`config.mk`:
```
export PLATFORM = sky130hd
export DESIGN_NAME = pwr_ctrl
export DESIGN_NICKNAME = d
export VERILOG_FILES = /design/src/include/pwr_pkg.sv /design/src/verilog/pwr_wake_sync.sv /design/src/verilog/pwr_ctrl.sv
export SDC_FILE = /design/constraint.sdc
export NUM_CORES = 1
export LEC_CHECK = 0
export ABC_AREA = 1
export BUFFER_PORTS_ARGS = -buffer_cell sky130_fd_sc_hd__buf_2
export CAP_MARGIN = 20
export CELL_PAD_IN_SITES_DETAIL_PLACEMENT = 0
export CELL_PAD_IN_SITES_GLOBAL_PLACEMENT = 1
export CORE_MARGIN = 2
export CORE_UTILIZATION = 41
export CTS_BUF_LIST = sky130_fd_sc_hd__clkbuf_8
export DETAILED_ROUTE_END_ITERATION = 8
export GPL_ROUTABILITY_DRIVEN = 0
export PLACE_DENSITY_LB_ADDON = 0.2
export SYNTH_ARGS = -nofsm -noshare
export SYNTH_HDL_FRONTEND = slang
export SYNTH_SLANG_ARGS = --single-unit
```
`constraint.sdc`:
```
create_clock -name clk -period 2.05 [get_ports clk]
set_input_delay 0.3075 -clock clk [delete_from_list [all_inputs] [get_ports clk]]
set_output_delay 0.3075 -clock clk [all_outputs]
set_load 0.1 [all_outputs]
```
`src/include/pwr_pkg.sv`:
```
package pwr_pkg;

    // ========================================================
    // register map (byte addresses on the ahb-lite bus)
    // ========================================================
    localparam logic [7:0] PCTL_OFF   = 8'h00; // power_control_reg
    localparam logic [7:0] PORT_OFF   = 8'h04; // port latch image
    localparam logic [7:0] STAT_OFF   = 8'h08; // sticky event status
    localparam logic [7:0] CLR_OFF    = 8'h0C; // write-one-to-clear
    localparam logic [7:0] IEN_OFF    = 8'h10; // interrupt enable
    localparam logic [7:0] MODE_OFF   = 8'h14; // state / wake config

    // ========================================================
    // power_control_reg fields
    // ========================================================
    localparam int IDLE_BIT = 0;  // idle_request_bit
    localparam int PWRDN_BIT = 1; // power_down_bit
    localparam int COLD_BIT = 4;  // cold_start_flag

    // wake configuration fields in MODE register
    localparam int WEN0_BIT = 0;  // ext_irq_zero wake enable
    localparam int WEN1_BIT = 1;  // ext_irq_one wake enable
    localparam int LVL0_BIT = 2;  // ext_irq_zero level sensitive
    localparam int LVL1_BIT = 3;  // ext_irq_one level sensitive

    // status event bits
    localparam int EV_DOWN = 0;   // entered power-down
    localparam int EV_WAKE = 1;   // woke by interrupt
    localparam int EV_IDLE = 2;   // entered idle

    // ========================================================
    // reset values and timing
    // ========================================================
    localparam logic [7:0] PCTL_RST  = 8'h00;
    localparam logic [7:0] PORT_RST  = 8'hFF;
    localparam logic [3:0] MODE_RST  = 4'h0;
    localparam int CLK_HZ        = 25_000_000;
    localparam int SETTLE_US     = 10_000;   // 10 msec oscillator settle
    localparam int SETTLE_CYC    = SETTLE_US * (CLK_HZ / 1_000_000);

    typedef enum {ST_RUN, ST_IDLE, ST_DOWN, ST_SETTLE, ST_ISR} pstate_t;

    // ahb-lite request carried as a struct
    typedef struct packed {
        logic        sel;
        logic [1:0]  trans;
        logic        write;
        logic [2:0]  size;
        logic [31:0] addr;
    } ahb_req_t;

    // wake pins after synchronisation
    typedef struct packed {
        logic irq0_n;
        logic irq1_n;
    } wake_pins_t;

endpackage

```
`src/verilog/pwr_wake_sync.sv`:
```
// two flip-flop synchroniser for the wake pins; the async low level
// is separately used to restart the oscillator, bypassing both stages
module pwr_wake_sync (
    // clock and reset
    input  wire logic                clk,
    input  wire logic                nrst,
    // raw pins and synchronised copy
    input  wire logic                irq0_n_pin,
    input  wire logic                irq1_n_pin,
    output      pwr_pkg::wake_pins_t pins_s
);
    import pwr_pkg::*;

    logic [1:0] meta_r;
    logic [1:0] sync_r;

    // ========================================================
    // synchroniser; first stage feeds only the second
    // ========================================================
    always_ff @(posedge clk or negedge nrst) begin
        if (!nrst) begin
            meta_r <= 2'h3;
            sync_r <= 2'h3;
        end else begin
            meta_r <= {irq1_n_pin, irq0_n_pin};
            sync_r <= meta_r;
        end
    end

    assign pins_s = '{irq0_n: sync_r[0], irq1_n: sync_r[1]};

endmodule

```
`src/verilog/pwr_ctrl.sv`:
```
// ========================================================
// ========================================================
module pwr_ctrl #(
    parameter int SETTLE = pwr_pkg::SETTLE_CYC
) (
    // clock, resets
    input  wire logic        clk,
    input  wire logic        nrst,
    input  wire logic        por_n,
    // ahb-lite slave
    input  wire logic        hsel,
    input  wire logic [31:0] haddr,
    input  wire logic [1:0]  htrans,
    input  wire logic        hwrite,
    input  wire logic [2:0]  hsize,
    input  wire logic [31:0] hwdata,
    input  wire logic        hready,
    output      logic [31:0] hrdata,
    output      logic        hreadyout,
    output      logic        hresp,
    // wake pins
    input  wire logic        irq0_n,
    input  wire logic        irq1_n,
    // core side
    input  wire logic        return_from_interrupt,
    output      logic        osc_en,
    output      logic        core_run,
    output      logic        isr_req,
    output      logic        ale,
    output      logic        prog_fetch_n,
    output      logic [7:0]  port_out,
    output      logic        irq
);
    import pwr_pkg::*;

    // ========================================================
    // state
    // ========================================================
    pstate_t     st_r, st_nxt;
    logic [7:0]  pctl_r;
    logic [7:0]  port_r;
    logic [3:0]  mode_r;
    logic [2:0]  stat_r, ien_r;
    logic [31:0] cnt_r;
    logic        cold_r;
    logic        wr_ph_r;
    logic [7:0]  wa_r;
    logic [31:0] hrdata_r;
    logic        irq_r, osc_r, run_r, isr_r;
    logic        ale_r, fetch_r;
    logic [7:0]  pout_r;
    wake_pins_t  pins_s;

    pwr_wake_sync u_sync (
        .clk        (clk),
        .nrst       (nrst),
        .irq0_n_pin (irq0_n),
        .irq1_n_pin (irq1_n),
        .pins_s     (pins_s)
    );

    // ========================================================
    // bus decode
    // ========================================================
    wire        req     = hsel && hready && htrans[1];
    wire        wr_now  = wr_ph_r;
    wire        w_pctl  = wr_now && wa_r == PCTL_OFF;
    wire        w_port  = wr_now && wa_r == PORT_OFF;
    wire        w_clr   = wr_now && wa_r == CLR_OFF;
    wire        w_ien   = wr_now && wa_r == IEN_OFF;
    wire        w_mode  = wr_now && wa_r == MODE_OFF;
    wire        down_req = w_pctl && hwdata[PWRDN_BIT];
    wire        id_req  = w_pctl && hwdata[IDLE_BIT] && !hwdata[PWRDN_BIT];

    // wake when an enabled, level-configured line is low
    wire        lvl0    = mode_r[WEN0_BIT] && mode_r[LVL0_BIT];
    wire        lvl1    = mode_r[WEN1_BIT] && mode_r[LVL1_BIT];
    wire        pin_low = (lvl0 && !pins_s.irq0_n) ||
                          (lvl1 && !pins_s.irq1_n);
    // raw async path restarts the oscillator, registered on one clock edge
    wire        osc_wake = (lvl0 && !irq0_n) || (lvl1 && !irq1_n);
    wire        settled = cnt_r >= SETTLE - 1;
    wire [2:0]  ev;
    assign ev[EV_DOWN] = st_r == ST_RUN && down_req;
    assign ev[EV_WAKE] = st_r == ST_SETTLE && settled && !pin_low;
    assign ev[EV_IDLE] = st_r == ST_RUN && id_req;
    // a new event wins over a clear in the same cycle
    wire [2:0]  stat_nxt = (stat_r & ~(w_clr ? hwdata[2:0] : 3'h0)) | ev;

    // ========================================================
    // next state
    // ========================================================
    always_comb begin
        st_nxt = st_r;
        case (st_r)
            ST_RUN: begin
                if (down_req)
                    st_nxt = ST_DOWN;
                else if (id_req)
                    st_nxt = ST_IDLE;
            end
            ST_IDLE:   if (pin_low) st_nxt = ST_RUN;
            ST_DOWN:   if (pin_low) st_nxt = ST_SETTLE;
            // wait for the settle count and the pin back high
            ST_SETTLE: if (settled && !pin_low) st_nxt = ST_ISR;
            ST_ISR:    if (return_from_interrupt) st_nxt = ST_RUN;
            default:   st_nxt = ST_RUN;
        endcase
    end

    // ========================================================
    // state, counter and bus phase
    // ========================================================
    always_ff @(posedge clk or negedge nrst) begin
        if (!nrst) begin
            st_r    <= ST_RUN;
            cnt_r   <= 32'h0;
            wr_ph_r <= 1'b0;
            wa_r    <= 8'h00;
        end else begin
            st_r    <= st_nxt;
            cnt_r   <= (st_r == ST_SETTLE) ? cnt_r + 32'h1 : 32'h0;
            wr_ph_r <= req && hwrite;
            wa_r    <= haddr[7:0];
        end
    end

    // ========================================================
    // registers; bus writes still land while frozen
    // ========================================================
    always_ff @(posedge clk or negedge nrst) begin
        if (!nrst) begin
            pctl_r <= PCTL_RST;
            port_r <= PORT_RST;
            mode_r <= MODE_RST;
            ien_r  <= 3'h0;
            stat_r <= 3'h0;
        end else begin
            if (w_pctl)
                pctl_r <= {hwdata[7:5], 1'b0, hwdata[3:0]};
            if (st_r == ST_ISR && return_from_interrupt)
                pctl_r[PWRDN_BIT] <= 1'b0;       // power-down bit cleared
            if (w_port) port_r <= hwdata[7:0];
            if (w_mode) mode_r <= hwdata[3:0];
            if (w_ien)  ien_r  <= hwdata[2:0];
            stat_r <= stat_nxt;
        end
    end

    // cold flag lives on the power-on reset only
    always_ff @(posedge clk or negedge por_n) begin
        if (!por_n)
            cold_r <= 1'b1;
        else if (w_pctl)
            cold_r <= hwdata[COLD_BIT];
    end

    // ========================================================
    // registered outputs
    // ========================================================
    wire down   = st_nxt == ST_DOWN;
    wire [31:0] rd_mux =
        (haddr[7:0] == PCTL_OFF) ? {24'h0, pctl_r[7:5], cold_r,
                                    pctl_r[3:0]} :
        (haddr[7:0] == PORT_OFF) ? {24'h0, port_r} :
        (haddr[7:0] == STAT_OFF) ? {29'h0, stat_r} :
        (haddr[7:0] == IEN_OFF)  ? {29'h0, ien_r} :
        (haddr[7:0] == MODE_OFF) ? {25'h0, 3'(st_r), mode_r} : 32'h0;

    always_ff @(posedge clk or negedge nrst) begin
        if (!nrst) begin
            hrdata_r <= 32'h0;
            irq_r    <= 1'b0;
            osc_r    <= 1'b1;
            run_r    <= 1'b1;
            isr_r    <= 1'b0;
            ale_r    <= 1'b1;
            fetch_r  <= 1'b1;
            pout_r   <= PORT_RST;
        end else begin
            hrdata_r <= (req && !hwrite) ? rd_mux : hrdata_r;
            // follow the next status so a clear drops irq at once
            irq_r    <= |(stat_nxt & (w_ien ? hwdata[2:0] : ien_r));
            osc_r    <= !down || osc_wake;
            run_r    <= st_nxt == ST_RUN || st_nxt == ST_ISR;
            isr_r    <= st_nxt == ST_ISR;
            ale_r    <= !down;
            fetch_r  <= !down;
            pout_r   <= w_port ? hwdata[7:0] : port_r;
        end
    end

    assign hrdata       = hrdata_r;
    assign hreadyout    = 1'b1;
    assign hresp        = 1'b0;
    assign irq          = irq_r;
    assign osc_en       = osc_r;
    assign core_run     = run_r;
    assign isr_req      = isr_r;
    assign ale          = ale_r;
    assign prog_fetch_n = fetch_r;
    assign port_out     = pout_r;
endmodule

```
Word-level counts from Yosys, hierarchy flattened
Cells that the tools add are included.
{"block": "totals", "regBits": 140, "input_bits": 78}
{"block": "classes", "n_addsub": 1, "n_lt_le_gt_ge": 1, "n_eq_ne": 16, "muxes": 17, "n_bitwise": 4, "reduce_logical": 43}
{"operator": "32-bit two-way mux", "n": 7}
{"operator": "32-bit one-hot mux with 5 select lines", "n": 1}
{"operator": "32-bit by 3-bit equality test with 1-bit output (second input constant)", "n": 3}
{"operator": "32-bit zero test", "n": 3}
{"operator": "32-bit by 2-bit equality test with 1-bit output (second input constant)", "n": 2}
{"operator": "32-bit by 4-bit equality test with 1-bit output (second input constant)", "n": 2}
{"operator": "32-bit by 1-bit adder with 32-bit output (second input constant)", "n": 1}
{"operator": "32-bit by 1-bit equality test with 1-bit output (second input constant)", "n": 1}
{"operator": "8-bit by 5-bit equality test with 1-bit output (second input constant)", "n": 4}
{"operator": "32-bit by 18-bit >= comparator with 1-bit output (second input constant)", "n": 1}
{"operator": "1-bit logical AND", "n": 24}
{"operator": "7-bit two-way mux", "n": 3}
{"operator": "8-bit by 3-bit equality test with 1-bit output (second input constant)", "n": 2}
{"operator": "8-bit by 4-bit equality test with 1-bit output (second input constant)", "n": 2}
{"operator": "8-bit zero test", "n": 2}
{"operator": "8-bit two-way mux", "n": 2}
{"operator": "1-bit zero test", "n": 8}
{"operator": "3-bit bitwise AND", "n": 2}
{"operator": "3-bit two-way mux", "n": 2}
{"operator": "1-bit logical OR", "n": 4}
{"operator": "3-bit NOT", "n": 1}
{"operator": "3-bit bitwise OR", "n": 1}
{"operator": "3-bit OR reduction", "n": 1}
{"operator": "2-bit two-way mux", "n": 1}
{"operator": "other kinds (2)", "n": 2}

Depth between registers and ports, before layout
Gate-level depths: netlist of run 1.
{"block": "logic_depth", "depth_word": 10, "ltp_mapped": 13, "depth_no_buf": 13}

Hierarchy
A second synthesis of run 1 with hierarchy kept.
{"block": "unflattened", "cells_unflattened": 540, "hier_area_um2": 5059.9}
{"mod": "pwr_ctrl", "n_inst": 1, "cells_per_inst": 536, "area_per_inst_um2": 4954.8, "seq_area_each_um2": 2817.7}
{"mod": "pwr_wake_sync", "n_inst": 1, "cells_per_inst": 4, "area_per_inst_um2": 105.1, "seq_area_each_um2": 105.1}

Least setup slack after synthesis of run 1
No wires, ideal clock.
{"block": "synth_path", "path_type": "reg2reg", "start": "register cnt_r[0]", "end": "register cnt_r[30]", "setup_time_ps": 121, "t_arrival_ps": 1588, "required_time_ps": 1929, "slack_ps": 341, "stages_incl_launch_ff": 13, "path_buffers": 0, "synth_period_minus_slack_ps": 1709, "cell_sequence": "dfrtp_1 -> ha_1 -> nand3_1 -> nor2_4 -> nand4_2 -> nor2_2 -> nand2_1 -> nor2_2 -> nand2_2 -> nor2_4 -> nand2_2 -> o21ai_2 -> nor2_1"}
{"block": "synth_via", "elab_chain_cells": 2}
{"item": "start, declared", "line_no": "pwr_ctrl.sv:44", "rtl": "logic [31:0] cnt_r;"}
{"item": "start signal, assigned", "line_no": "pwr_ctrl.sv:122", "rtl": "cnt_r <= (st_r == ST_SETTLE) ? cnt_r + 32'h1 : 32'h0;"}
{"item": "32-bit by 1-bit adder with 32-bit output", "line_no": "pwr_ctrl.sv:122"}
{"item": "32-bit two-way mux", "line_no": "pwr_ctrl.sv:122"}
Every way passes these cells.
A chain may end at the register's enable or synchronous reset.

Worst setup path in the final report of run 1
Ends and elaborated chain as after synthesis.

==> results.sh, run 1 <==
export IMPL_crit_family="simple AND/OR/NAND/NOR gates"
export IMPL_grt_usage_pct=17.18
export IMPL_criticalPathCategory="reg -> reg"
export IMPL_hpwl_microns=7679
export IMPL_synth_most_common_cell="nand2_1"
export IMPL_via_per_inst=4.579
export IMPL_crit_start="cnt_r[0]"
export IMPL_setup_tns_ns=0
export IMPL_period_minus_slack_ns=1.928
export IMPL_ys_top_cells_by_count="nand2_1, dfrtp_1, inv_1"
export IMPL_drt_initial_drc_count=240
export IMPL_synthCells=567
export IMPL_grt_max_degree=43
export IMPL_max_cap_violations=0
export IMPL_ys_seq_area_share_pct=56.59
export IMPL_slowest_stage="dfrtp_1"
export IMPL_yosys_register_bits=116
export IMPL_final_util_pct=49.86
export IMPL_grt_pass1_vias=3719
export IMPL_pin_count=126
export IMPL_p_int_mw=3.462
export IMPL_initial_utilization_pct=41.43
export IMPL_coreArea_sq_um=12470
export IMPL_worst_slack_ns=0.1221
export IMPL_synth_top_area_share_pct=48.45
export IMPL_power_density_nw_per_um2=798.9
export IMPL_required_ns=2.38
export IMPL_maxSlewViolCount=0
export IMPL_synth_edf_count=0
export IMPL_hold_start="haddr[5]"
export IMPL_critPathLaunchType="flip-flop"
export IMPL_seq_power_share_pct=48.0
export IMPL_synth_ff_type="dfrtp_1"
export IMPL_fp_dieH_microns=116.2
export IMPL_swShare_pct=30.29
export IMPL_finClkSkew_ns=0.01067
export IMPL_cpPeakStageDelay_ns=0.37
export IMPL_power_leakage_nw=3.023
export IMPL_p_switching_mw=1.504
export IMPL_setup_violations_final=0
export IMPL_diodes=0
export IMPL_r2r_start="cnt_r[0]"
export IMPL_crit_top_cell="nor2_4"
export IMPL_dieWidth_microns=116.2
export IMPL_antenna_found_initial=0
export IMPL_slew_limit_headroom_pct=62.17
export IMPL_async_flop_share_pct=100.0
export IMPL_fmax_mhz=518.7
export IMPL_post_place_ws_ns=0.05765
export IMPL_combPwrFrac_pct=11.0
export IMPL_vdd_ir_drop_worst_v=0.0004495
export IMPL_grt_pass1_wl_microns=17770
export IMPL_dr_total_vias=3929
export IMPL_ys_warnings_count=0
export IMPL_crit_buf_inv=0
export IMPL_wl_per_cell_microns=12.38
export IMPL_dr_pass1_iters=5
export IMPL_critPathArrivalTime_ns=2.26
export IMPL_synthTopCellsByArea="dfrtp_1, dfstp_2, nand2_1, inv_1, nor2_1"
export IMPL_cts_htree_levels=4
export IMPL_clkPwrFrac_pct=41.0
export IMPL_whs_ns=0.03355
export IMPL_tightest_slew_ns=0.5674
export IMPL_syn_to_final_growth_pct=20.35
export IMPL_dieArea_sq_um=13510
export IMPL_final_nets=752
export IMPL_clk_pin_slew_worst_paths_ns=0.08
export IMPL_drc=0
export IMPL_synth_area_leader_cell="dfrtp_1"
export IMPL_end_kind="flip-flop"
export IMPL_crit_chain="ha_2 > nand3_2 > nor2_4 > nand4_4 > nor2_4 > nand2_1 > nor2_4 > nand2_2 > nor2_4 > nand2_2 > o21ai_2 > nor2_1"
export IMPL_antenna_left=0
export IMPL_cts_tree="yes"
export IMPL_cts_sinks=116
export IMPL_clockRootBuffer="clkbuf_8"
export IMPL_status="finished, final reports clean"
export IMPL_avgSynthCellArea_sq_um=9.109
export IMPL_ys_types=39
export IMPL_grt_ovfl_total=0
export IMPL_cts_buffers=17
export IMPL_syn_area_sq_um=5165
export IMPL_drive_above_1_share_pct=20.26
export IMPL_hp_class="in -> reg"
export IMPL_cts_buffer_depth=2
export IMPL_routed_wl_microns=10620
export IMPL_rows=41
export IMPL_fin_crit_sh_pct=94.04
export IMPL_cp_max_fo=3
export IMPL_io_buffers=47
export IMPL_clk_latency_ns=0.44
export IMPL_hold_viol=0
layout by cell type, fill, tap and decap left out, types with 3 or more instances in the layout:
| cell | instances |
|---|---|
| dfstp_2 | 16 |
| nor2_4 | 8 |
| o21a_1 | 4 |
| nor3_1 | 16 |
| nor2_1 | 63 |
| a221oi_1 | 4 |
| buf_4 | 8 |
| inv_6 | 7 |
| nand4_1 | 15 |
| a211oi_1 | 4 |
| a21oi_1 | 24 |
| buf_2 | 46 |
| nor3_2 | 3 |
| dfrtp_1 | 100 |
| nand2_2 | 5 |
| nor2_2 | 8 |
| conb_1 | 55 |
| inv_1 | 71 |
| dlygate4sd3_1 | 11 |
| o21ai_0 | 34 |
| o21ai_1 | 3 |
| clkbuf_8 | 18 |
| a31oi_1 | 7 |
| nor4_1 | 3 |
| nand2_1 | 107 |
| nand3_1 | 14 |
per-layer routing:
layer | vias to the layer above | share of wire (%) | GRT usage, %
li1 | 1982 | - | -
met1 | 1852 | 46 | 22.20
met2 | 80 | 48 | 27.21
met3 | 15 | 3.9 | 4.930
met4 | 0 | 1.5 | 7.222
met5 | - | 0 | 0
layout make-up:
type,instances,area (sq um)
Clock buffer,18,247.7
Clock inverter,14,137.6
Fill cell,1221,6250
Inverter,71,266.5
Multi-Input combinational cell,400,1986
Sequential cell,116,2923
Tap cell,172,215.2
Timing Repair Buffer,67,440.4
cell families (layout without fill, tap and decap cells):
logic type | after synthesis | count (layout) | share of synthesized area (%)
AOI/OAI and AO/OA | 88 | 88 | 9.884
xor gates and xnor gates | 3 | 3 | 0.5088
adders and majority gates | 1 | 1 | 0.2422
buffers and inverters | 104 | 170 | 9.593
DFF | 116 | 116 | 56.59
other | 2 | 55 | 0.1454
and+or+nand+nor | 253 | 253 | 23.04
sequential cells by signal, summed over array words and instances (netlist names):
register and cells:
u_sync.sync_r 2, pctl_r 7, cnt_r 32, wr_now 1, mode_r 4, cold_r 1, prog_fetch_n 1, stat_r 3
core_run 1, osc_en 1, u_sync.meta_r 2, irq 1, isr_req 1, hrdata 8, ien_r 3, port_out 8
wa_r 8, st_r 32
through the flow:
stage / cells / area [sq um] / total power, mW
6_report: 858 / 6216 / 4.966
5_1_grt: 858 / 6216 / 5.187
4_1_cts: 857 / 6168 / 5.034
3_5_place_dp: 814 / 5673 / 2.959
3_3_place_gp: 814 / 5673 / 2.953
2_1_floorplan: 620 / 5364 / 2.871
worst register-to-register path: cells and delay by family (launching register included):
family          cells  cell delay [ns]
compound gates      1             0.12
fa+ha+maj           1             0.21
flops               1             0.37
simple gates       10             1.13
path summary, 6_finish.rpt:
| path | cells past startpoint | end | slack (ns) |
|---|---|---|---|
| min reg2reg | 0 | u_sync.sync_r[0] | 0.35 |
| min in group asynchronous | 2 | cold_r | 0.32 |
| max | 12 | cnt_r[30] | 0.12 |
| max reg2reg | 12 | cnt_r[30] | 0.12 |
| max in group asynchronous | 3 | port_out[0] | 1.00 |
| min | 1 | wa_r[5] | 0.03 |
what timing repair did:
action                                  in CTS  in global routing
resized for setup                            0                  8
endpoints found under the hold margin       47                  0
setup buffers                                0                  1
hold buffers                                11                  0
endpoints found under the setup margin       0                 11
power by group through the flow:
stage | clock, mW | sequential [mW] | combinational [mW]
2_1_floorplan | 0 | 2.57 | 0.304
3_3_place_gp | 0 | 2.42 | 0.529
3_5_place_dp | 0 | 2.43 | 0.531
4_1_cts | 2.10 | 2.38 | 0.549
5_1_grt | 2.21 | 2.39 | 0.582
6_report | 2.04 | 2.38 | 0.545
Power figures use the tool's default switching activity.
==> inputs of run 2 (changes only) <==
--- a/config.mk
+++ b/config.mk
@@ -15,7 +15,8 @@
 export CTS_BUF_LIST = sky130_fd_sc_hd__clkbuf_8
 export DETAILED_ROUTE_END_ITERATION = 8
 export GPL_ROUTABILITY_DRIVEN = 0
-export PLACE_DENSITY_LB_ADDON = 0.2
+export PLACE_DENSITY = 0.79
+export REMOVE_ABC_BUFFERS = 1
 export SYNTH_ARGS = -nofsm -noshare
 export SYNTH_HDL_FRONTEND = slang
 export SYNTH_SLANG_ARGS = --single-unit
==> results.sh, run 2 (same netlist as run 1, synthesis figures left out) <==
export IMPL_status="finished, final reports clean"
export IMPL_layout_common_cells="nand2_1, dfrtp_1, inv_1"
export IMPL_fin_crit_sh_pct=94.11
export IMPL_clk_latency_ns=0.43
export IMPL_required_ns=2.36
export IMPL_crit_buf_inv=0
export IMPL_pin_count=126
export IMPL_grt_max_degree=47
export IMPL_antenna_left=0
export IMPL_finClkSkew_ns=0.01023
export IMPL_crit_start="cnt_r[1]"
export IMPL_syn_to_final_growth_pct=21.39
export IMPL_hp_class="in -> reg"
export IMPL_drc=0
export IMPL_r2r_cells=12
export IMPL_r2r_slack_ns=0.12
export IMPL_grt_usage_pct=17.00
export IMPL_grt_pass1_vias=3839
export IMPL_dieWidth_microns=116.2
export IMPL_grt_pass1_wl_microns=17690
export IMPL_criticalPathCategory="reg -> reg"
export IMPL_dr_pass1_iters=5
export IMPL_wl_per_cell_microns=12.46
export IMPL_setup_tns_ns=0
export IMPL_dr_total_vias=3958
export IMPL_period_minus_slack_ns=1.929
export IMPL_cp_max_fo=4
export IMPL_antenna_found_initial=0
export IMPL_fp_dieH_microns=116.2
export IMPL_cts_buffer_depth=2
export IMPL_cts_htree_levels=4
export IMPL_clk_pin_slew_worst_paths_ns=0.07
export IMPL_critPathArrivalTime_ns=2.24
export IMPL_end_kind="flip-flop"
export IMPL_hpwl_microns=7635
export IMPL_fmax_mhz=518.4
export IMPL_critPathLaunchType="flip-flop"
export IMPL_whs_ns=0.04135
export IMPL_rows=41
export IMPL_cts_buffers=17
export IMPL_grt_ovfl_total=0
export IMPL_cts_setup_buffers=0
export IMPL_drt_initial_drc_count=212
export IMPL_io_buffers=47
export IMPL_maxSlewViolCount=0
export IMPL_postPlaceCellArea_sq_um=5675
export IMPL_power_density_nw_per_um2=847.5
export IMPL_vdd_ir_drop_worst_v=0.0003632
export IMPL_reg_top3="cnt_r x32, st_r x32"
export IMPL_cts_tree="yes"
export IMPL_setup_violations_final=0
export IMPL_final_cell_area_sq_um=6270
export IMPL_max_cap_violations=0
export IMPL_final_nets=753
export IMPL_hold_viol=0
export IMPL_cts_sinks=116
export IMPL_routed_wl_microns=10700
export IMPL_dieArea_sq_um=13510
export IMPL_power_leakage_nw=3.062
export IMPL_coreArea_sq_um=12470
export IMPL_slowest_stage="dfrtp_1"
export IMPL_r2r_start="cnt_r[1]"
export IMPL_cpPeakStageDelay_ns=0.37
export IMPL_initial_utilization_pct=41.43
export IMPL_rsz0062_at_grt="yes"
export IMPL_crit_family="simple AND/OR/NAND/NOR gates"
export IMPL_cp_depth=12
export IMPL_drive_above_1_share_pct=20.23
export IMPL_via_per_inst=4.608
export IMPL_clockRootBuffer="clkbuf_8"
export IMPL_rr_endpoint="cnt_r[30]"
export IMPL_crit_chain="ha_2 > nand3_2 > nor2_4 > nand4_2 > nor2_2 > nand2_1 > nor2_2 > nand2_2 > nor2_4 > nand2_2 > o21ai_2 > nor2_1"
export IMPL_crit_end="cnt_r[30]"
export IMPL_mostFrequentLayoutCell="nand2_1"
export IMPL_diodes=0
[run 2: worst min path at each step]
| stage | from | to | cells after the start |
|---|---|---|---|
| 2_1_floorplan | nrst | cnt_r[0] | 0 |
| 3_3_place_gp | nrst | cnt_r[17] | 1 |
| 3_5_place_dp | nrst | cnt_r[18] | 1 |
| 4_1_cts | haddr[5] | wa_r[5] | 1 |
| 5_1_grt | haddr[5] | wa_r[5] | 1 |
| 6_report | haddr[5] | wa_r[5] | 1 |
[run 2: cell type report]
type / instances / area [sq um]
fill: 1194 / 6196
timing repair buffer: 68 / 435.4
multi-input combinational: 400 / 1977
inverter: 71 / 266.5
tap: 172 / 215.2
clock inverter: 13 / 191.4
clock buffer: 19 / 261.5
sequential: 116 / 2923
[run 2: routing by layer]
metal / global-route usage (%) / up-vias / part of all wire (%)
li1: - / 1985 / -
met1: 21.83 / 1873 / 45
met2: 28.02 / 87 / 49
met3: 4.255 / 13 / 4.8
met4: 6.190 / 0 / 1.3
met5: 0 / - / 0
[run 2: power by group]
part	switching, mW	internal [mW]
combinational	0.467	0.0781
clock	0.892	1.49
sequential	0.0247	2.36
total	1.38	3.93
[run 2: per-stage QoR]
stage	instances	setup WS, ns	utilization [%]	power, mW
3_5_place_dp	816	0.07289	45.53	2.957
3_3_place_gp	816	0.07675	45.53	2.949
2_1_floorplan	587	0.1871	-	2.831
6_report	859	0.1208	50.30	5.314
5_1_grt	859	-0.02276	50.30	5.522
4_1_cts	859	0.03845	50.05	5.388
[run 2: repair_timing]
action	4_1_cts	5_1_grt
resized for setup	0	9
endpoints found under the setup margin	0	14
hold buffers	11	0
endpoints found under the hold margin	27	0
